[config.mk]
export PLATFORM = sky130hd
export DESIGN_NAME = sgf_switch_global_forwarding_control
export DESIGN_NICKNAME = d
export VERILOG_FILES = /design/src/verilog/sgf_pkg.sv /design/src/verilog/sgf_switch_global_forwarding_control.sv
export SDC_FILE = /design/constraint.sdc
export NUM_CORES = 1
export LEC_CHECK = 0
export ABC_AREA = 1
export BUFFER_PORTS_ARGS = -buffer_cell sky130_fd_sc_hd__buf_2
export CAP_MARGIN = 20
export CORE_MARGIN = 4
export CORE_UTILIZATION = 30
export CTS_CLUSTER_SIZE = 30
export DETAILED_ROUTE_END_ITERATION = 12
export PLACE_DENSITY = 0.55
export RECOVER_POWER = 25
export SETUP_SLACK_MARGIN = 0.2
export SLEW_MARGIN = 20
export SYNTH_ARGS = -nofsm -noshare
export SYNTH_HDL_FRONTEND = slang
export SYNTH_SLANG_ARGS = --single-unit
[constraint.sdc]
create_clock -name i_sys_clk -period 4.7 [get_ports i_sys_clk]
set_input_delay 0.235 -clock i_sys_clk [delete_from_list [all_inputs] [get_ports i_sys_clk]]
set_output_delay 0.235 -clock i_sys_clk [all_outputs]
set_load 0.03 [all_outputs]
[src/verilog/sgf_pkg.sv]
// Constants for the global forwarding control register bank.
// Assumes an 8-bit register port with a byte address from the management path.
`default_nettype none
package sgf_pkg;
    // ************************************************************
    // Register offsets
    // ************************************************************
    localparam logic [7:0] SGF_ADDR_FRAME_POLICY = 8'h04;
    localparam logic [7:0] SGF_ADDR_FORWARDING = 8'h05;
    localparam logic [7:0] SGF_ADDR_HOST_PORT = 8'h06;
    // ************************************************************
    // Field positions
    // ************************************************************
    localparam int SGF_BIT_UCAST_VLAN_DISCARD = 7;
    localparam int SGF_BIT_MCAST_STORM_DIS = 6;
    localparam int SGF_BIT_BP_MODE = 5;
    localparam int SGF_BIT_FAIR_MODE = 4;
    localparam int SGF_BIT_NO_EXC_COLL_DROP = 3;
    localparam int SGF_BIT_HUGE_PKT = 2;
    localparam int SGF_BIT_SIZE_CHECK_DIS = 1;
    localparam int SGF_BIT_VLAN_EN = 7;
    localparam int SGF_BIT_IGMP_SNOOP = 6;
    localparam int SGF_BIT_DIRECT_MODE = 5;
    localparam int SGF_BIT_PRE_TAG = 4;
    localparam int SGF_BIT_TAG_MASK = 1;
    localparam int SGF_BIT_SNIFF_AND = 0;
    localparam int SGF_BIT_HOST_BP_EN = 7;
    localparam int SGF_BIT_HOST_HALF_DUPLEX = 6;
    // ************************************************************
    // Writable masks and reset values
    // ************************************************************
    localparam logic [7:0] SGF_MASK_FRAME_POLICY = 8'hFE;
    localparam logic [7:0] SGF_MASK_FORWARDING = 8'hF3;
    localparam logic [7:0] SGF_MASK_HOST_PORT = 8'hC0;
    localparam logic [7:0] SGF_RST_FRAME_POLICY = 8'hF0;
    localparam logic [7:0] SGF_RST_FORWARDING = 8'h00;
    localparam logic [7:0] SGF_RST_HOST_PORT = 8'h00;
    // ************************************************************
    // Frame size limits in bytes
    // ************************************************************
    localparam logic [10:0] SGF_LEN_UNTAGGED = 11'h5EE;
    localparam logic [10:0] SGF_LEN_TAGGED = 11'h5F2;
    localparam logic [10:0] SGF_LEN_NO_CHECK = 11'h600;
    localparam logic [10:0] SGF_LEN_HUGE = 11'h77C;
endpackage
`default_nettype wire

[src/verilog/sgf_switch_global_forwarding_control.sv]
// Global forwarding control registers and the policy logic they steer.
// Assumes a synchronous one-cycle register port and synchronous frame inputs.
// Overview of operation
// - With size check disabled, frames up to 1536 bytes are accepted.
// - Else drop tagged over 1522, untagged over 1518; special-tagged frames use the 1518 limit.
// - Bit 7 of the forwarding register turns 802.1q VLAN handling on or off.
// - IGMP snoop bit 6 sends every IGMP frame to the host port.
// - Direct mode bit 5 steers host frames by preamble, bypassing lookup.
// - Pre-tag bit 4 prefixes host-bound frames with the source port number.
// - Tag mask bit 1, with VLAN bit 7 clear, uses the low 5 VID bits as the destination port mask.
// - Sniff select set mirrors only when source and destination both match.
// - Sniff select clear mirrors when source or destination matches.
// - Host port register bit 7 enables half-duplex back pressure.
// - Host port register bit 6 selects half duplex if set, full if clear.
// - The duplex bit loads from the strap pin on the first clock after reset, low meaning full.
// - Huge packet support accepts up to 1916 bytes, overriding size check.
`timescale 1ns/100ps
`default_nettype none
module sgf_switch_global_forwarding_control
    import sgf_pkg::*;
#(
    parameter int PORTS = 5
) (
    input wire logic i_sys_clk,
    input wire logic i_rst,
    input wire logic i_duplex_strap_pin,
    input wire logic i_reg_wr,
    input wire logic [7:0] i_reg_addr,
    input wire logic [7:0] i_reg_wdata,
    output logic [7:0] o_reg_rdata,
    input wire logic i_frm_valid,
    input wire logic [10:0] i_frm_len,
    input wire logic i_frm_tagged,
    input wire logic i_frm_special_tag,
    input wire logic i_frm_igmp,
    input wire logic [11:0] i_frm_vid,
    input wire logic [PORTS-1:0] i_frm_src,
    input wire logic [PORTS-1:0] i_frm_lookup_dst,
    input wire logic [PORTS-1:0] i_frm_preamble_dst,
    input wire logic [PORTS-1:0] i_sniff_ports,
    input wire logic [PORTS-1:0] i_host_port,
    output logic o_frm_drop,
    output logic [PORTS-1:0] o_frm_dst,
    output logic o_frm_mirror,
    output logic o_frm_pretag,
    output logic o_vlan_en,
    output logic o_host_bp_en,
    output logic o_host_half_duplex
);

    // ************************************************************
    // State
    // ************************************************************
    typedef struct packed {
        logic [7:0] policy;
        logic [7:0] fwd;
        logic [7:0] host;
        logic strap_done;
        logic [7:0] rdata;
        logic drop;
        logic [PORTS-1:0] dst;
        logic mirror;
        logic pretag;
    } sgf_state_t;

    sgf_state_t st_q;
    sgf_state_t st_d;
    logic [10:0] max_len;
    logic [PORTS-1:0] dst_sel;
    logic src_hit;
    logic dst_hit;
    logic to_host;

    // ************************************************************
    // Frame policy
    // ************************************************************
    always_comb begin
        if (st_q.policy[SGF_BIT_HUGE_PKT]) begin
            max_len = SGF_LEN_HUGE;
        end else if (st_q.policy[SGF_BIT_SIZE_CHECK_DIS]) begin
            max_len = SGF_LEN_NO_CHECK;
        end else if (i_frm_tagged && !i_frm_special_tag) begin
            max_len = SGF_LEN_TAGGED;
        end else begin
            max_len = SGF_LEN_UNTAGGED;
        end
        if (st_q.fwd[SGF_BIT_DIRECT_MODE] && (i_frm_src == i_host_port)) begin
            dst_sel = i_frm_preamble_dst;
        end else if (st_q.fwd[SGF_BIT_TAG_MASK]
                     && !st_q.fwd[SGF_BIT_VLAN_EN] && i_frm_tagged) begin
            dst_sel = i_frm_vid[PORTS-1:0];
        end else begin
            dst_sel = i_frm_lookup_dst;
        end
        if (st_q.fwd[SGF_BIT_IGMP_SNOOP] && i_frm_igmp) begin
            dst_sel = i_host_port;
        end
        src_hit = |(i_frm_src & i_sniff_ports);
        dst_hit = |(dst_sel & i_sniff_ports);
        to_host = |(dst_sel & i_host_port);
    end

    // ************************************************************
    // Next state
    // ************************************************************
    always_comb begin
        st_d = st_q;
        if (!st_q.strap_done) begin
            st_d.host[SGF_BIT_HOST_HALF_DUPLEX] = i_duplex_strap_pin;
            st_d.strap_done = 1'b1;
        end else if (i_reg_wr) begin
            unique case (i_reg_addr)
                SGF_ADDR_FRAME_POLICY:
                    st_d.policy = i_reg_wdata & SGF_MASK_FRAME_POLICY;
                SGF_ADDR_FORWARDING:
                    st_d.fwd = i_reg_wdata & SGF_MASK_FORWARDING;
                SGF_ADDR_HOST_PORT:
                    st_d.host = i_reg_wdata & SGF_MASK_HOST_PORT;
                default: ;
            endcase
        end
        unique case (i_reg_addr)
            SGF_ADDR_FRAME_POLICY: st_d.rdata = st_d.policy;
            SGF_ADDR_FORWARDING: st_d.rdata = st_d.fwd;
            SGF_ADDR_HOST_PORT: st_d.rdata = st_d.host;
            default: st_d.rdata = 8'h00;
        endcase
        st_d.drop = i_frm_valid && (i_frm_len > max_len);
        st_d.dst = i_frm_valid ? dst_sel : '0;
        if (st_q.fwd[SGF_BIT_SNIFF_AND]) begin
            st_d.mirror = i_frm_valid && src_hit && dst_hit;
        end else begin
            st_d.mirror = i_frm_valid && (src_hit || dst_hit);
        end
        st_d.pretag = i_frm_valid && to_host
                      && st_q.fwd[SGF_BIT_PRE_TAG];
    end

    always_ff @(posedge i_sys_clk or posedge i_rst) begin
        if (i_rst) begin
            st_q <= '{policy: SGF_RST_FRAME_POLICY, fwd: SGF_RST_FORWARDING,
                      host: SGF_RST_HOST_PORT, default: '0};
        end else begin
            st_q <= st_d;
        end
    end

    assign o_reg_rdata = st_q.rdata;
    assign o_frm_drop = st_q.drop;
    assign o_frm_dst = st_q.dst;
    assign o_frm_mirror = st_q.mirror;
    assign o_frm_pretag = st_q.pretag;
    assign o_vlan_en = st_q.fwd[SGF_BIT_VLAN_EN];
    assign o_host_bp_en = st_q.host[SGF_BIT_HOST_BP_EN];
    assign o_host_half_duplex = st_q.host[SGF_BIT_HOST_HALF_DUPLEX];
endmodule
`default_nettype wire

==> results of run 1 <==
==> logic make-up (layout without fill, tap and decap cells) <==
kind of cell,count (synthesis),count (layout),synth area share [%]
flops,41,41,42.5
simple gates,172,172,31.4
compound gates,37,37,9.29
fa+ha+maj,9,9,4.64
buf+inv,62,140,12.0
other cells,1,1,0.155
==> Yosys cell counts (2+ instances only) <==
master / count / area (µm²)
sky130_fd_sc_hd__a21oi_1: 13 / 65.1
sky130_fd_sc_hd__buf_4: 14 / 105
sky130_fd_sc_hd__dfrtp_1: 37 / 926
sky130_fd_sc_hd__dfstp_2: 4 / 105
sky130_fd_sc_hd__ha_1: 9 / 113
sky130_fd_sc_hd__inv_1: 46 / 173
sky130_fd_sc_hd__nand2_1: 92 / 345
sky130_fd_sc_hd__nand2_2: 2 / 12.5
sky130_fd_sc_hd__nand3_1: 31 / 155
sky130_fd_sc_hd__nor2_1: 32 / 120
sky130_fd_sc_hd__nor2_2: 2 / 12.5
sky130_fd_sc_hd__nor3_1: 2 / 10.0
sky130_fd_sc_hd__nor4_4: 2 / 42.5
sky130_fd_sc_hd__o211ai_1: 5 / 37.5
sky130_fd_sc_hd__o21a_1: 4 / 30.0
sky130_fd_sc_hd__o21ai_0: 9 / 45.0
sky130_fd_sc_hd__or2_2: 5 / 31.3
==> power breakdown <==
| group | internal (µW) | switching [µW] |
|---|---|---|
| Sequential | 364 | 3.52 |
| Clock | 173 | 125 |
| Combinational | 50.2 | 78.2 |
| Total | 587 | 206 |
==> metal layers <==
metal	vias up	global-route usage, %
li1	1160	-
met2	56	21.2
met1	977	16.2
met3	7	3.14
met4	0	4.69
met5	-	0
==> cell type report <==
| class | count | area [µm²] |
|---|---|---|
| Tap cell | 102 | 128 |
| Clock buffer | 6 | 82.6 |
| Fill cell | 875 | 4820 |
| Inverter | 47 | 181 |
| Clock inverter | 2 | 37.5 |
| Multi-Input combinational cell | 219 | 1100 |
| Timing Repair Buffer | 85 | 427 |
| Sequential cell | 41 | 1030 |
==> critical path, delay by kind of cell <==
family	cells	cell delay (ns)
buffers and inverters	3	1.66
==> final timing paths <==
check / startpoint / end / slack [ns]
max reg2reg: o_vlan_en / o_frm_pretag / 3.02
max: i_rst / o_host_half_duplex / 2.75
min reg2reg: st_q[27] / st_q[27] / 0.47
max in group i_sys_clk: o_vlan_en / o_frm_pretag / 3.02
min: i_reg_wdata[3] / st_q[36] / 0.17
min in group asynchronous: i_rst / o_frm_mirror / 0.72
==> flip-flops by register name (all words and copies together), names as in the netlist <==
register / cells
o_frm_dst: 5
o_frm_pretag: 1
o_reg_rdata: 8
o_vlan_en: 1
o_host_bp_en: 1
o_frm_mirror: 1
o_frm_drop: 1
st_q: 22
o_host_half_duplex: 1
==> per-stage QoR <==
step / setup WS [ns] / std cells / power, µW / utilization (%) / cell area, µm²
finish: 2.75 / 502 / 793 / 38.3 / 2990
CTS: 2.98 / 502 / 806 / 38.3 / 2990
global route: 2.19 / 502 / 840 / 38.3 / 2990
global placement: 2.84 / 494 / 503 / 36.8 / 2870
floorplan: 3.17 / 322 / 454 / - / 2420
detailed placement: 2.82 / 494 / 505 / 36.8 / 2870
==> tab_implementation.tex, run 1 <==
\begin{tabular}{lr}
\hline
Metric & Value \\
\hline
\multicolumn{2}{l}{\textbf{Route}} \\
Avg Vias per Cell & 4.38 \\
Total length of routed met2 wires & 2.69 mm \\
Detailed-route wire length & 5.84 mm \\
Met3 wirelength from detailed routing & 369 µm \\
Via count & 2,200 \\
Top metal layer carrying routed signals & met4 \\
DR WL/cell & 11.6 µm \\
DR iter-0 viols & 122 \\
TritonRoute pass-1 iters & 4 \\
Routed metal-1 wire length & 2.68 mm \\
ANT nets after route & 0 \\
Post-route DRC violation count & 0 \\
\multicolumn{2}{l}{\textbf{STA}} \\
Tightest Pin Transition & 2.15 ns \\
Worst Hold Slack & 0.166 ns \\
Final cycle utilization of the critical path & 41.4\% \\
Count of pins over their slew limit & 42 \\
Setup skew after layout & 0.00711 ns \\
Endpoints failing setup & 0 \\
Total negative setup slack & 0 ns \\
Maximum operating frequency & 514 MHz \\
Worst rel slew slack & -43.3\% \\
Post-layout minimum cycle time & 1.95 ns \\
Final hold violations & 0 \\
Setup repair after global routing missed its margin & false \\
\multicolumn{2}{l}{\textbf{Global routing}} \\
First-pass GRT wire length & 10.1 mm \\
GRT Residual Overflow & 0 \\
Global-route usage over all layers & 12.8\% \\
Pin count of the biggest net entering global routing & 42 \\
Antenna violations before repair & 0 \\
Vias in the first global route & 2,234 \\
\multicolumn{2}{l}{\textbf{Worst setup path}} \\
Arrival time at the worst endpoint & 1.92 ns \\
Required time worst endpoint & 4.67 ns \\
Cell type of the slowest stage on the worst timing path & sky130\_fd\_sc\_hd\_\_clkbuf\_1 \\
Number of cells on the worst reg-to-reg path & 10 \\
Worst-path maximum fanout & 41 \\
Cells along the critical path & buf\_2 > inv\_1 > clkbuf\_1 \\
Setup crit end kind & async pin \\
Critical Path Source Type & primary input \\
CP Class & in -> async \\
Worst stage delay on the critical path & 1.53 ns \\
\multicolumn{2}{l}{\textbf{Floorplanning}} \\
Core footprint & 7810 µm² \\
Die area & 9590 µm² \\
Placement row count & 32 \\
Ports placed on the boundary & 91 \\
Die width & 97.9 µm \\
Height of the chip & 97.9 µm \\
Starting Density & 31.1\% \\
\multicolumn{2}{l}{\textbf{Place}} \\
Port bufs & 83 \\
GP Congestion & 0.774 \\
DP Wirelength & 4.73 mm \\
\multicolumn{2}{l}{\textbf{Yosys}} \\
Synthesized net count & 403 \\
EDFF count, synth & 0 \\
Netlist Area Pre-Place & 2420 µm² \\
Average footprint of a synthesized cell & 7.53 µm² \\
Asr flop ratio synth & 100\% \\
Predominant post-synthesis flop cell & sky130\_fd\_sc\_hd\_\_dfrtp\_1 \\
Warning count from the yosys run & 0 \\
Library cells used by synthesis & 30 \\
Sequential fraction of the synthesis area & 42.5\% \\
Post-synthesis instance total & 322 \\
Register bit count reported by yosys & 41 \\
\multicolumn{2}{l}{\textbf{Flow run}} \\
\# Max-Cap Violations & 1 \\
\multicolumn{2}{l}{\textbf{Cells and area}} \\
Area growth from synthesis to layout & 23.3\% \\
Commonest non-fill, non-tap cells in the layout & sky130\_fd\_sc\_hd\_\_nand2\_1 (92), sky130\_fd\_sc\_hd\_\_buf\_2 (83), sky130\_fd\_sc\_hd\_\_inv\_1 (46) \\
Fraction of final layout cells sized beyond drive strength 1 & 27.8\% \\
Number of diodes & 0 \\
Most common cell after layout, fill and taps aside & sky130\_fd\_sc\_hd\_\_nand2\_1 \\
Final net count & 480 \\
\multicolumn{2}{l}{\textbf{Power}} \\
Pwr dens & 265 nW/µm² \\
Maximum vdd ir drop & 0.000140 V \\
Static Leak & 0.00176 µW \\
\multicolumn{2}{l}{\textbf{Min path}} \\
Hold WC Path Type & in -> reg \\
Hold Path Depth & 2 \\
\multicolumn{2}{l}{\textbf{CTS}} \\
Root Buffer & sky130\_fd\_sc\_hd\_\_clkbuf\_8 \\
Worst skew pair latency & 0.29 ns \\
Number of buffers between clock root and the deepest sink & 2 \\
CTS tree & built \\
CTS buffer count & 5 \\
\# hold bufs at CTS & 0 \\
H-tree levels & 2 \\
Reg clk slew, reported paths & 0.08 ns \\
Post CTS Setup Buffer Count & 0 \\
Gates resized, CTS repair & 0 \\
CTS sink count & 41 \\
\multicolumn{2}{l}{\textbf{Outcome}} \\
Outcome & finished with violations \\
Violated checks & capacitance limit, slew limit \\
\hline
\end{tabular}
Power figures use the tool's default switching activity.
==> run 2, diff against run 1 <==
--- a/config.mk
+++ b/config.mk
@@ -12,7 +12,7 @@
 export CORE_UTILIZATION = 30
 export CTS_CLUSTER_SIZE = 30
 export DETAILED_ROUTE_END_ITERATION = 12
-export PLACE_DENSITY = 0.55
+export PLACE_DENSITY = 0.57
 export RECOVER_POWER = 25
 export SETUP_SLACK_MARGIN = 0.2
 export SLEW_MARGIN = 20
==> constraint.sdc (replaced) <==
create_clock -name i_sys_clk -period 1.7 [get_ports i_sys_clk]
set_input_delay 0.085 -clock i_sys_clk [delete_from_list [all_inputs] [get_ports i_sys_clk]]
set_output_delay 0.085 -clock i_sys_clk [all_outputs]
set_load 0.03 [all_outputs]
==> tab_implementation.tex, run 2 (synthesized netlist as in run 1, its figures left out) <==
\begin{tabular}{lr}
\hline
Metric & Value \\
\hline
\multicolumn{2}{l}{\textbf{STA}} \\
Endpoints failing setup & 0 \\
Maximum operating frequency & 663 MHz \\
Setup repair after global routing missed its margin & true \\
Post-layout minimum cycle time & 1.51 ns \\
Final hold violations & 0 \\
Count of pins over their slew limit & 0 \\
Final cycle utilization of the critical path & 88.7\% \\
Total negative setup slack & 0 ns \\
Worst rel slew slack & 31.8\% \\
Setup skew after layout & 0.00533 ns \\
Tightest Pin Transition & 1.02 ns \\
\multicolumn{2}{l}{\textbf{Global routing}} \\
Pin count of the biggest net entering global routing & 42 \\
GRT Residual Overflow & 0 \\
Vias in the first global route & 2,219 \\
First-pass GRT wire length & 10.3 mm \\
Antenna violations before repair & 0 \\
Global-route usage over all layers & 13.2\% \\
\multicolumn{2}{l}{\textbf{Worst setup path}} \\
Number of cells on the worst reg-to-reg path & 7 \\
Critical Path Source Type & flip-flop \\
Worst reg-to-reg setup slack & 0.19 ns \\
Setup crit end kind & flip-flop \\
Worst setup endpoint & o\_frm\_drop \\
Reg-to-reg endpoint & o\_frm\_drop \\
Start of the worst register-to-register path & st\_q[35] \\
Beginning of the critical path & st\_q[35] \\
Worst-path maximum fanout & 5 \\
Required time worst endpoint & 1.89 ns \\
Arrival time at the worst endpoint & 1.70 ns \\
CP Class & reg -> reg \\
\multicolumn{2}{l}{\textbf{Route}} \\
Post-route DRC violation count & 0 \\
DR WL/cell & 12.1 µm \\
DR iter-0 viols & 88 \\
Avg Vias per Cell & 4.32 \\
Via count & 2,220 \\
ANT nets after route & 0 \\
TritonRoute pass-1 iters & 4 \\
Detailed-route wire length & 6.20 mm \\
\multicolumn{2}{l}{\textbf{Power}} \\
Maximum vdd ir drop & 0.000309 V \\
Static Leak & 0.00183 µW \\
Pwr dens & 701 nW/µm² \\
\multicolumn{2}{l}{\textbf{Cells and area}} \\
Number of filler cells placed in the layout & 860 \\
Commonest non-fill, non-tap cells in the layout & sky130\_fd\_sc\_hd\_\_nand2\_1 (91), sky130\_fd\_sc\_hd\_\_buf\_2 (83), sky130\_fd\_sc\_hd\_\_inv\_1 (44) \\
Fraction of final layout cells sized beyond drive strength 1 & 35.0\% \\
Most common cell after layout, fill and taps aside & sky130\_fd\_sc\_hd\_\_nand2\_1 \\
Area growth from synthesis to layout & 31.1\% \\
Final net count & 492 \\
Cell area after layout & 3180 µm² \\
Most flop-heavy register & st\_q \\
Max reg flops & 22 \\
Final core utilization & 40.7\% \\
Number of diodes & 0 \\
\multicolumn{2}{l}{\textbf{Flow run}} \\
\# Max-Cap Violations & 0 \\
\multicolumn{2}{l}{\textbf{CTS}} \\
Number of buffers between clock root and the deepest sink & 2 \\
Root Buffer & sky130\_fd\_sc\_hd\_\_clkbuf\_8 \\
CTS buffer count & 5 \\
Reg clk slew, reported paths & 0.08 ns \\
CTS sink count & 41 \\
H-tree levels & 2 \\
CTS tree & built \\
Worst skew pair latency & 0.29 ns \\
\multicolumn{2}{l}{\textbf{Outcome}} \\
Outcome & complete, no violations \\
\multicolumn{2}{l}{\textbf{Floorplanning}} \\
Die width & 97.9 µm \\
Height of the chip & 97.9 µm \\
Core footprint & 7810 µm² \\
Die area & 9590 µm² \\
Ports placed on the boundary & 91 \\
Placement row count & 32 \\
Starting Density & 31.1\% \\
\multicolumn{2}{l}{\textbf{Place}} \\
Port bufs & 83 \\
Area after DPL & 2920 µm² \\
GP Congestion & 0.810 \\
DP Wirelength & 4.78 mm \\
\multicolumn{2}{l}{\textbf{Min path}} \\
Hold WC Path Type & in -> reg \\
\hline
\end{tabular}
run 2: per-layer routing:
metal | track usage (%) | wire length [µm] | vias up
met5 | 0 | 0 | -
met4 | 2.88 | 52 | 0
met3 | 3.36 | 339 | 6
met2 | 22.3 | 3020 | 59
met1 | 17.2 | 2780 | 966
li1 | - | - | 1189
run 2: cell type report:
| cell class | instances | area (µm²) | area share, % |
|---|---|---|---|
| Clock buffer | 6 | 82.6 | 2.60 |
| Clock inverter | 2 | 37.5 | 1.18 |
| Inverter | 47 | 181 | 5.71 |
| Multi-Input combinational cell | 220 | 1200 | 37.9 |
| Sequential cell | 41 | 1030 | 32.5 |
| Tap cell | 102 | 128 | 4.01 |
| Timing Repair Buffer | 96 | 513 | 16.1 |
run 2: worst max-delay path, stage by stage, from the launching register on:
cell,delay (ns)
sky130_fd_sc_hd__dfrtp_2,0.42
sky130_fd_sc_hd__nor2_2,0.06
sky130_fd_sc_hd__buf_4,0.15
sky130_fd_sc_hd__ha_4,0.26
sky130_fd_sc_hd__nand2_2,0.06
sky130_fd_sc_hd__nor2_2,0.13
sky130_fd_sc_hd__o21ai_1,0.09
sky130_fd_sc_hd__a311oi_1,0.25
run 2: timing repair:
item                                    4_1_cts  5_1_grt
pin swaps                                     4        4
endpoints found under the setup margin        3        4
resized for setup                            16       13
endpoints found under the hold margin        37        0
hold buffers                                  1        0
gates cloned                                  1        0
setup buffers                                 1        4
run 2: worst min path at each step:
stage	start	to	slack, ns	cells past startpoint
after floorplan	i_frm_valid	o_frm_pretag	0.21	2
after detailed placement	i_rst	o_frm_drop	0.24	3
after global routing	i_reg_wdata[3]	st_q[36]	0.007	2
after CTS	i_reg_wdata[2]	st_q[35]	0.008	3
final	i_reg_wdata[2]	st_q[35]	0.02	3
after global placement	i_rst	o_reg_rdata[4]	0.24	3
run 2: stage by stage:
| stage | hold slack (ns) | cells | setup slack [ns] | total power, µW |
|---|---|---|---|---|
| 2_1_floorplan | 0.205 | 322 | 0.222 | 1260 |
| 3_3_place_gp | 0.237 | 499 | 0.126 | 1390 |
| 3_5_place_dp | 0.238 | 499 | 0.113 | 1400 |
| 4_1_cts | 0.00786 | 510 | 0.197 | 2240 |
| 5_1_grt | 0.00735 | 514 | 0.103 | 2360 |
| 6_report | 0.0168 | 514 | 0.193 | 2230 |
run 2: power by group:
group	total (µW)	switching (µW)	leakage, µW	internal (µW)
combinational	392	235	0.00127	157
sequential	1020	11.2	0.000507	1010
clock	820	343	0.0000574	478
==> run 3, diff against run 2 <==
--- a/config.mk
+++ b/config.mk
@@ -9,12 +9,11 @@
 export BUFFER_PORTS_ARGS = -buffer_cell sky130_fd_sc_hd__buf_2
 export CAP_MARGIN = 20
 export CORE_MARGIN = 4
-export CORE_UTILIZATION = 30
+export CORE_UTILIZATION = 45
 export CTS_CLUSTER_SIZE = 30
 export DETAILED_ROUTE_END_ITERATION = 12
-export PLACE_DENSITY = 0.57
+export PLACE_DENSITY = 0.79
 export RECOVER_POWER = 25
-export SETUP_SLACK_MARGIN = 0.2
 export SLEW_MARGIN = 20
 export SYNTH_ARGS = -nofsm -noshare
 export SYNTH_HDL_FRONTEND = slang
==> tab_implementation.tex, run 3 (synthesized netlist as in run 1, its figures left out) <==
\begin{tabular}{lr}
\hline
Metric & Value \\
\hline
\multicolumn{2}{l}{\textbf{Outcome}} \\
Outcome & complete, no violations \\
\multicolumn{2}{l}{\textbf{Global routing}} \\
Pin count of the biggest net entering global routing & 42 \\
GRT Residual Overflow & 0 \\
Global-route usage over all layers & 17.6\% \\
Vias in the first global route & 2,127 \\
First-pass GRT wire length & 9.14 mm \\
Antenna violations before repair & 0 \\
\multicolumn{2}{l}{\textbf{Route}} \\
Detailed-route wire length & 5.56 mm \\
TritonRoute pass-1 iters & 4 \\
ANT nets after route & 0 \\
Post-route DRC violation count & 0 \\
DR iter-0 viols & 78 \\
Avg Vias per Cell & 4.76 \\
DR WL/cell & 11.7 µm \\
Via count & 2,257 \\
\multicolumn{2}{l}{\textbf{STA}} \\
Final hold violations & 0 \\
Final cycle utilization of the critical path & 91.8\% \\
Count of pins over their slew limit & 0 \\
Post-layout minimum cycle time & 1.56 ns \\
Total negative setup slack & 0 ns \\
Setup skew after layout & 0.00640 ns \\
Worst rel slew slack & 34.5\% \\
Maximum operating frequency & 640 MHz \\
Minimum setup slack in the final design & 0.139 ns \\
Setup repair after global routing missed its margin & false \\
Tightest Pin Transition & 0.983 ns \\
Endpoints failing setup & 0 \\
\multicolumn{2}{l}{\textbf{Worst setup path}} \\
Required time worst endpoint & 1.90 ns \\
Worst reg-to-reg setup slack & 0.14 ns \\
Setup crit end kind & flip-flop \\
Worst-path maximum fanout & 5 \\
Arrival time at the worst endpoint & 1.76 ns \\
CP Class & reg -> reg \\
Critical Path Source Type & flip-flop \\
\multicolumn{2}{l}{\textbf{Place}} \\
DP Wirelength & 4.44 mm \\
Worst slack, placed & 0.0236 ns \\
Port bufs & 83 \\
GP Congestion & 0.880 \\
\multicolumn{2}{l}{\textbf{Floorplanning}} \\
Core footprint & 5170 µm² \\
Ports placed on the boundary & 91 \\
Starting Density & 46.9\% \\
Placement row count & 26 \\
Die area & 6630 µm² \\
Die width & 81.4 µm \\
Height of the chip & 81.4 µm \\
\multicolumn{2}{l}{\textbf{Power}} \\
Pwr dens & 722 nW/µm² \\
Share of total power in combinational logic & 16.7\% \\
Maximum vdd ir drop & 0.000510 V \\
Pint & 1590 µW \\
Fraction of power spent switching nets & 26.4\% \\
Sw Pwr & 570 µW \\
Sequential share of power & 47.1\% \\
Clock group share of total power & 36.1\% \\
Static Leak & 0.00175 µW \\
\multicolumn{2}{l}{\textbf{Cells and area}} \\
Most flop-heavy register & st\_q \\
Area taken by flip-flops and latches & 1030 µm² \\
Number of filler cells placed in the layout & 507 \\
Fraction of final layout cells sized beyond drive strength 1 & 28.2\% \\
Area occupied by multi-input gates & 1120 µm² \\
Most common cell after layout, fill and taps aside & sky130\_fd\_sc\_hd\_\_nand2\_1 \\
Area growth from synthesis to layout & 23.3\% \\
Number of diodes & 0 \\
Max reg flops & 22 \\
Final net count & 484 \\
Commonest non-fill, non-tap cells in the layout & sky130\_fd\_sc\_hd\_\_nand2\_1 (92), sky130\_fd\_sc\_hd\_\_buf\_2 (76), sky130\_fd\_sc\_hd\_\_inv\_1 (45) \\
\multicolumn{2}{l}{\textbf{CTS}} \\
Reg clk slew, reported paths & 0.08 ns \\
CTS tree & built \\
H-tree levels & 2 \\
Root Buffer & sky130\_fd\_sc\_hd\_\_clkbuf\_8 \\
Post CTS Setup Buffer Count & 0 \\
CTS buffer count & 5 \\
Number of buffers between clock root and the deepest sink & 2 \\
Worst skew pair latency & 0.29 ns \\
CTS sink count & 41 \\
\multicolumn{2}{l}{\textbf{Flow run}} \\
\# Max-Cap Violations & 0 \\
\multicolumn{2}{l}{\textbf{Min path}} \\
Hold WC Path Type & in -> reg \\
\hline
\end{tabular}
## run 3: cell types whose count changed in the layout (fill, tap and decap cells not counted), moves of 3 or more
cell | before | now
sky130_fd_sc_hd__buf_2 | 83 | 76
sky130_fd_sc_hd__clkbuf_1 | 0 | 8
sky130_fd_sc_hd__nand3_1 | 23 | 30
sky130_fd_sc_hd__nand3_2 | 8 | 0
sky130_fd_sc_hd__buf_4 | 11 | 4
sky130_fd_sc_hd__o21ai_1 | 7 | 4
sky130_fd_sc_hd__o21ai_0 | 2 | 6
## run 3: final cells by class
class | count | area share [%]
inverter | 47 | 6.07
clock inverter | 2 | 1.30
clock buffer | 6 | 2.43
sequential | 41 | 34.5
tap | 70 | 2.93
timing repair buffer | 89 | 15.1
multi-input combinational | 219 | 37.6
## run 3: path summary, 6_finish.rpt
path                                 from      endpoint  depth (start not counted)
setup reg to reg                 st_q[35]    o_frm_drop                          7
setup / recovery                 st_q[35]    o_frm_drop                          7
max in group asynchronous           i_rst      st_q[35]                          4
min in group asynchronous           i_rst  o_frm_mirror                          4
hold reg to reg                  st_q[28]      st_q[28]                          2
hold / removal             i_reg_wdata[2]      st_q[35]                          3
## run 3: what timing repair did
item / 4_1_cts / 5_1_grt
hold endpoints to repair: 37 / 0
hold buffers: 1 / 0
gates resized for setup: 0 / 11
setup endpoints to repair: 0 / 4
## run 3: stage by stage
stage	power, µW	instances	hold WS, ns	instance area (µm²)	utilization (%)
5_1_grt	2270	474	0.0272	2990	57.8
2_1_floorplan	1260	322	0.205	2420	-
3_5_place_dp	1390	465	0.236	2860	55.2
4_1_cts	2170	474	0.0177	2980	57.5
6_report	2160	474	0.0172	2990	57.8
3_3_place_gp	1380	465	0.233	2860	55.2
## run 3: worst max-delay path, cell delays in order (launching register included)
cell and delay (ns):
sky130_fd_sc_hd__dfrtp_2 0.45, sky130_fd_sc_hd__nor2_2 0.14, sky130_fd_sc_hd__inv_1 0.05, sky130_fd_sc_hd__ha_1 0.28, sky130_fd_sc_hd__nand2_1 0.07, sky130_fd_sc_hd__nor2_2 0.12
sky130_fd_sc_hd__o211ai_1 0.10, sky130_fd_sc_hd__a311oi_1 0.26
## run 3: metal layers
metal | GRT usage, % | wire length [µm] | vias to the layer above
met5 | 0 | 0 | -
met1 | 21.3 | 2370 | 1019
met3 | 3.77 | 417 | 7
met4 | 5.57 | 61 | 0
li1 | - | - | 1166
met2 | 30.9 | 2700 | 65
## run 3: power groups by stage
stage	Combinational [µW]	Clock [µW]	Sequential (µW)
floorplan	202	0	1050
finish	362	779	1020
global placement	350	0	1030
CTS	361	795	1020
global route	411	840	1020
detailed placement	358	0	1040
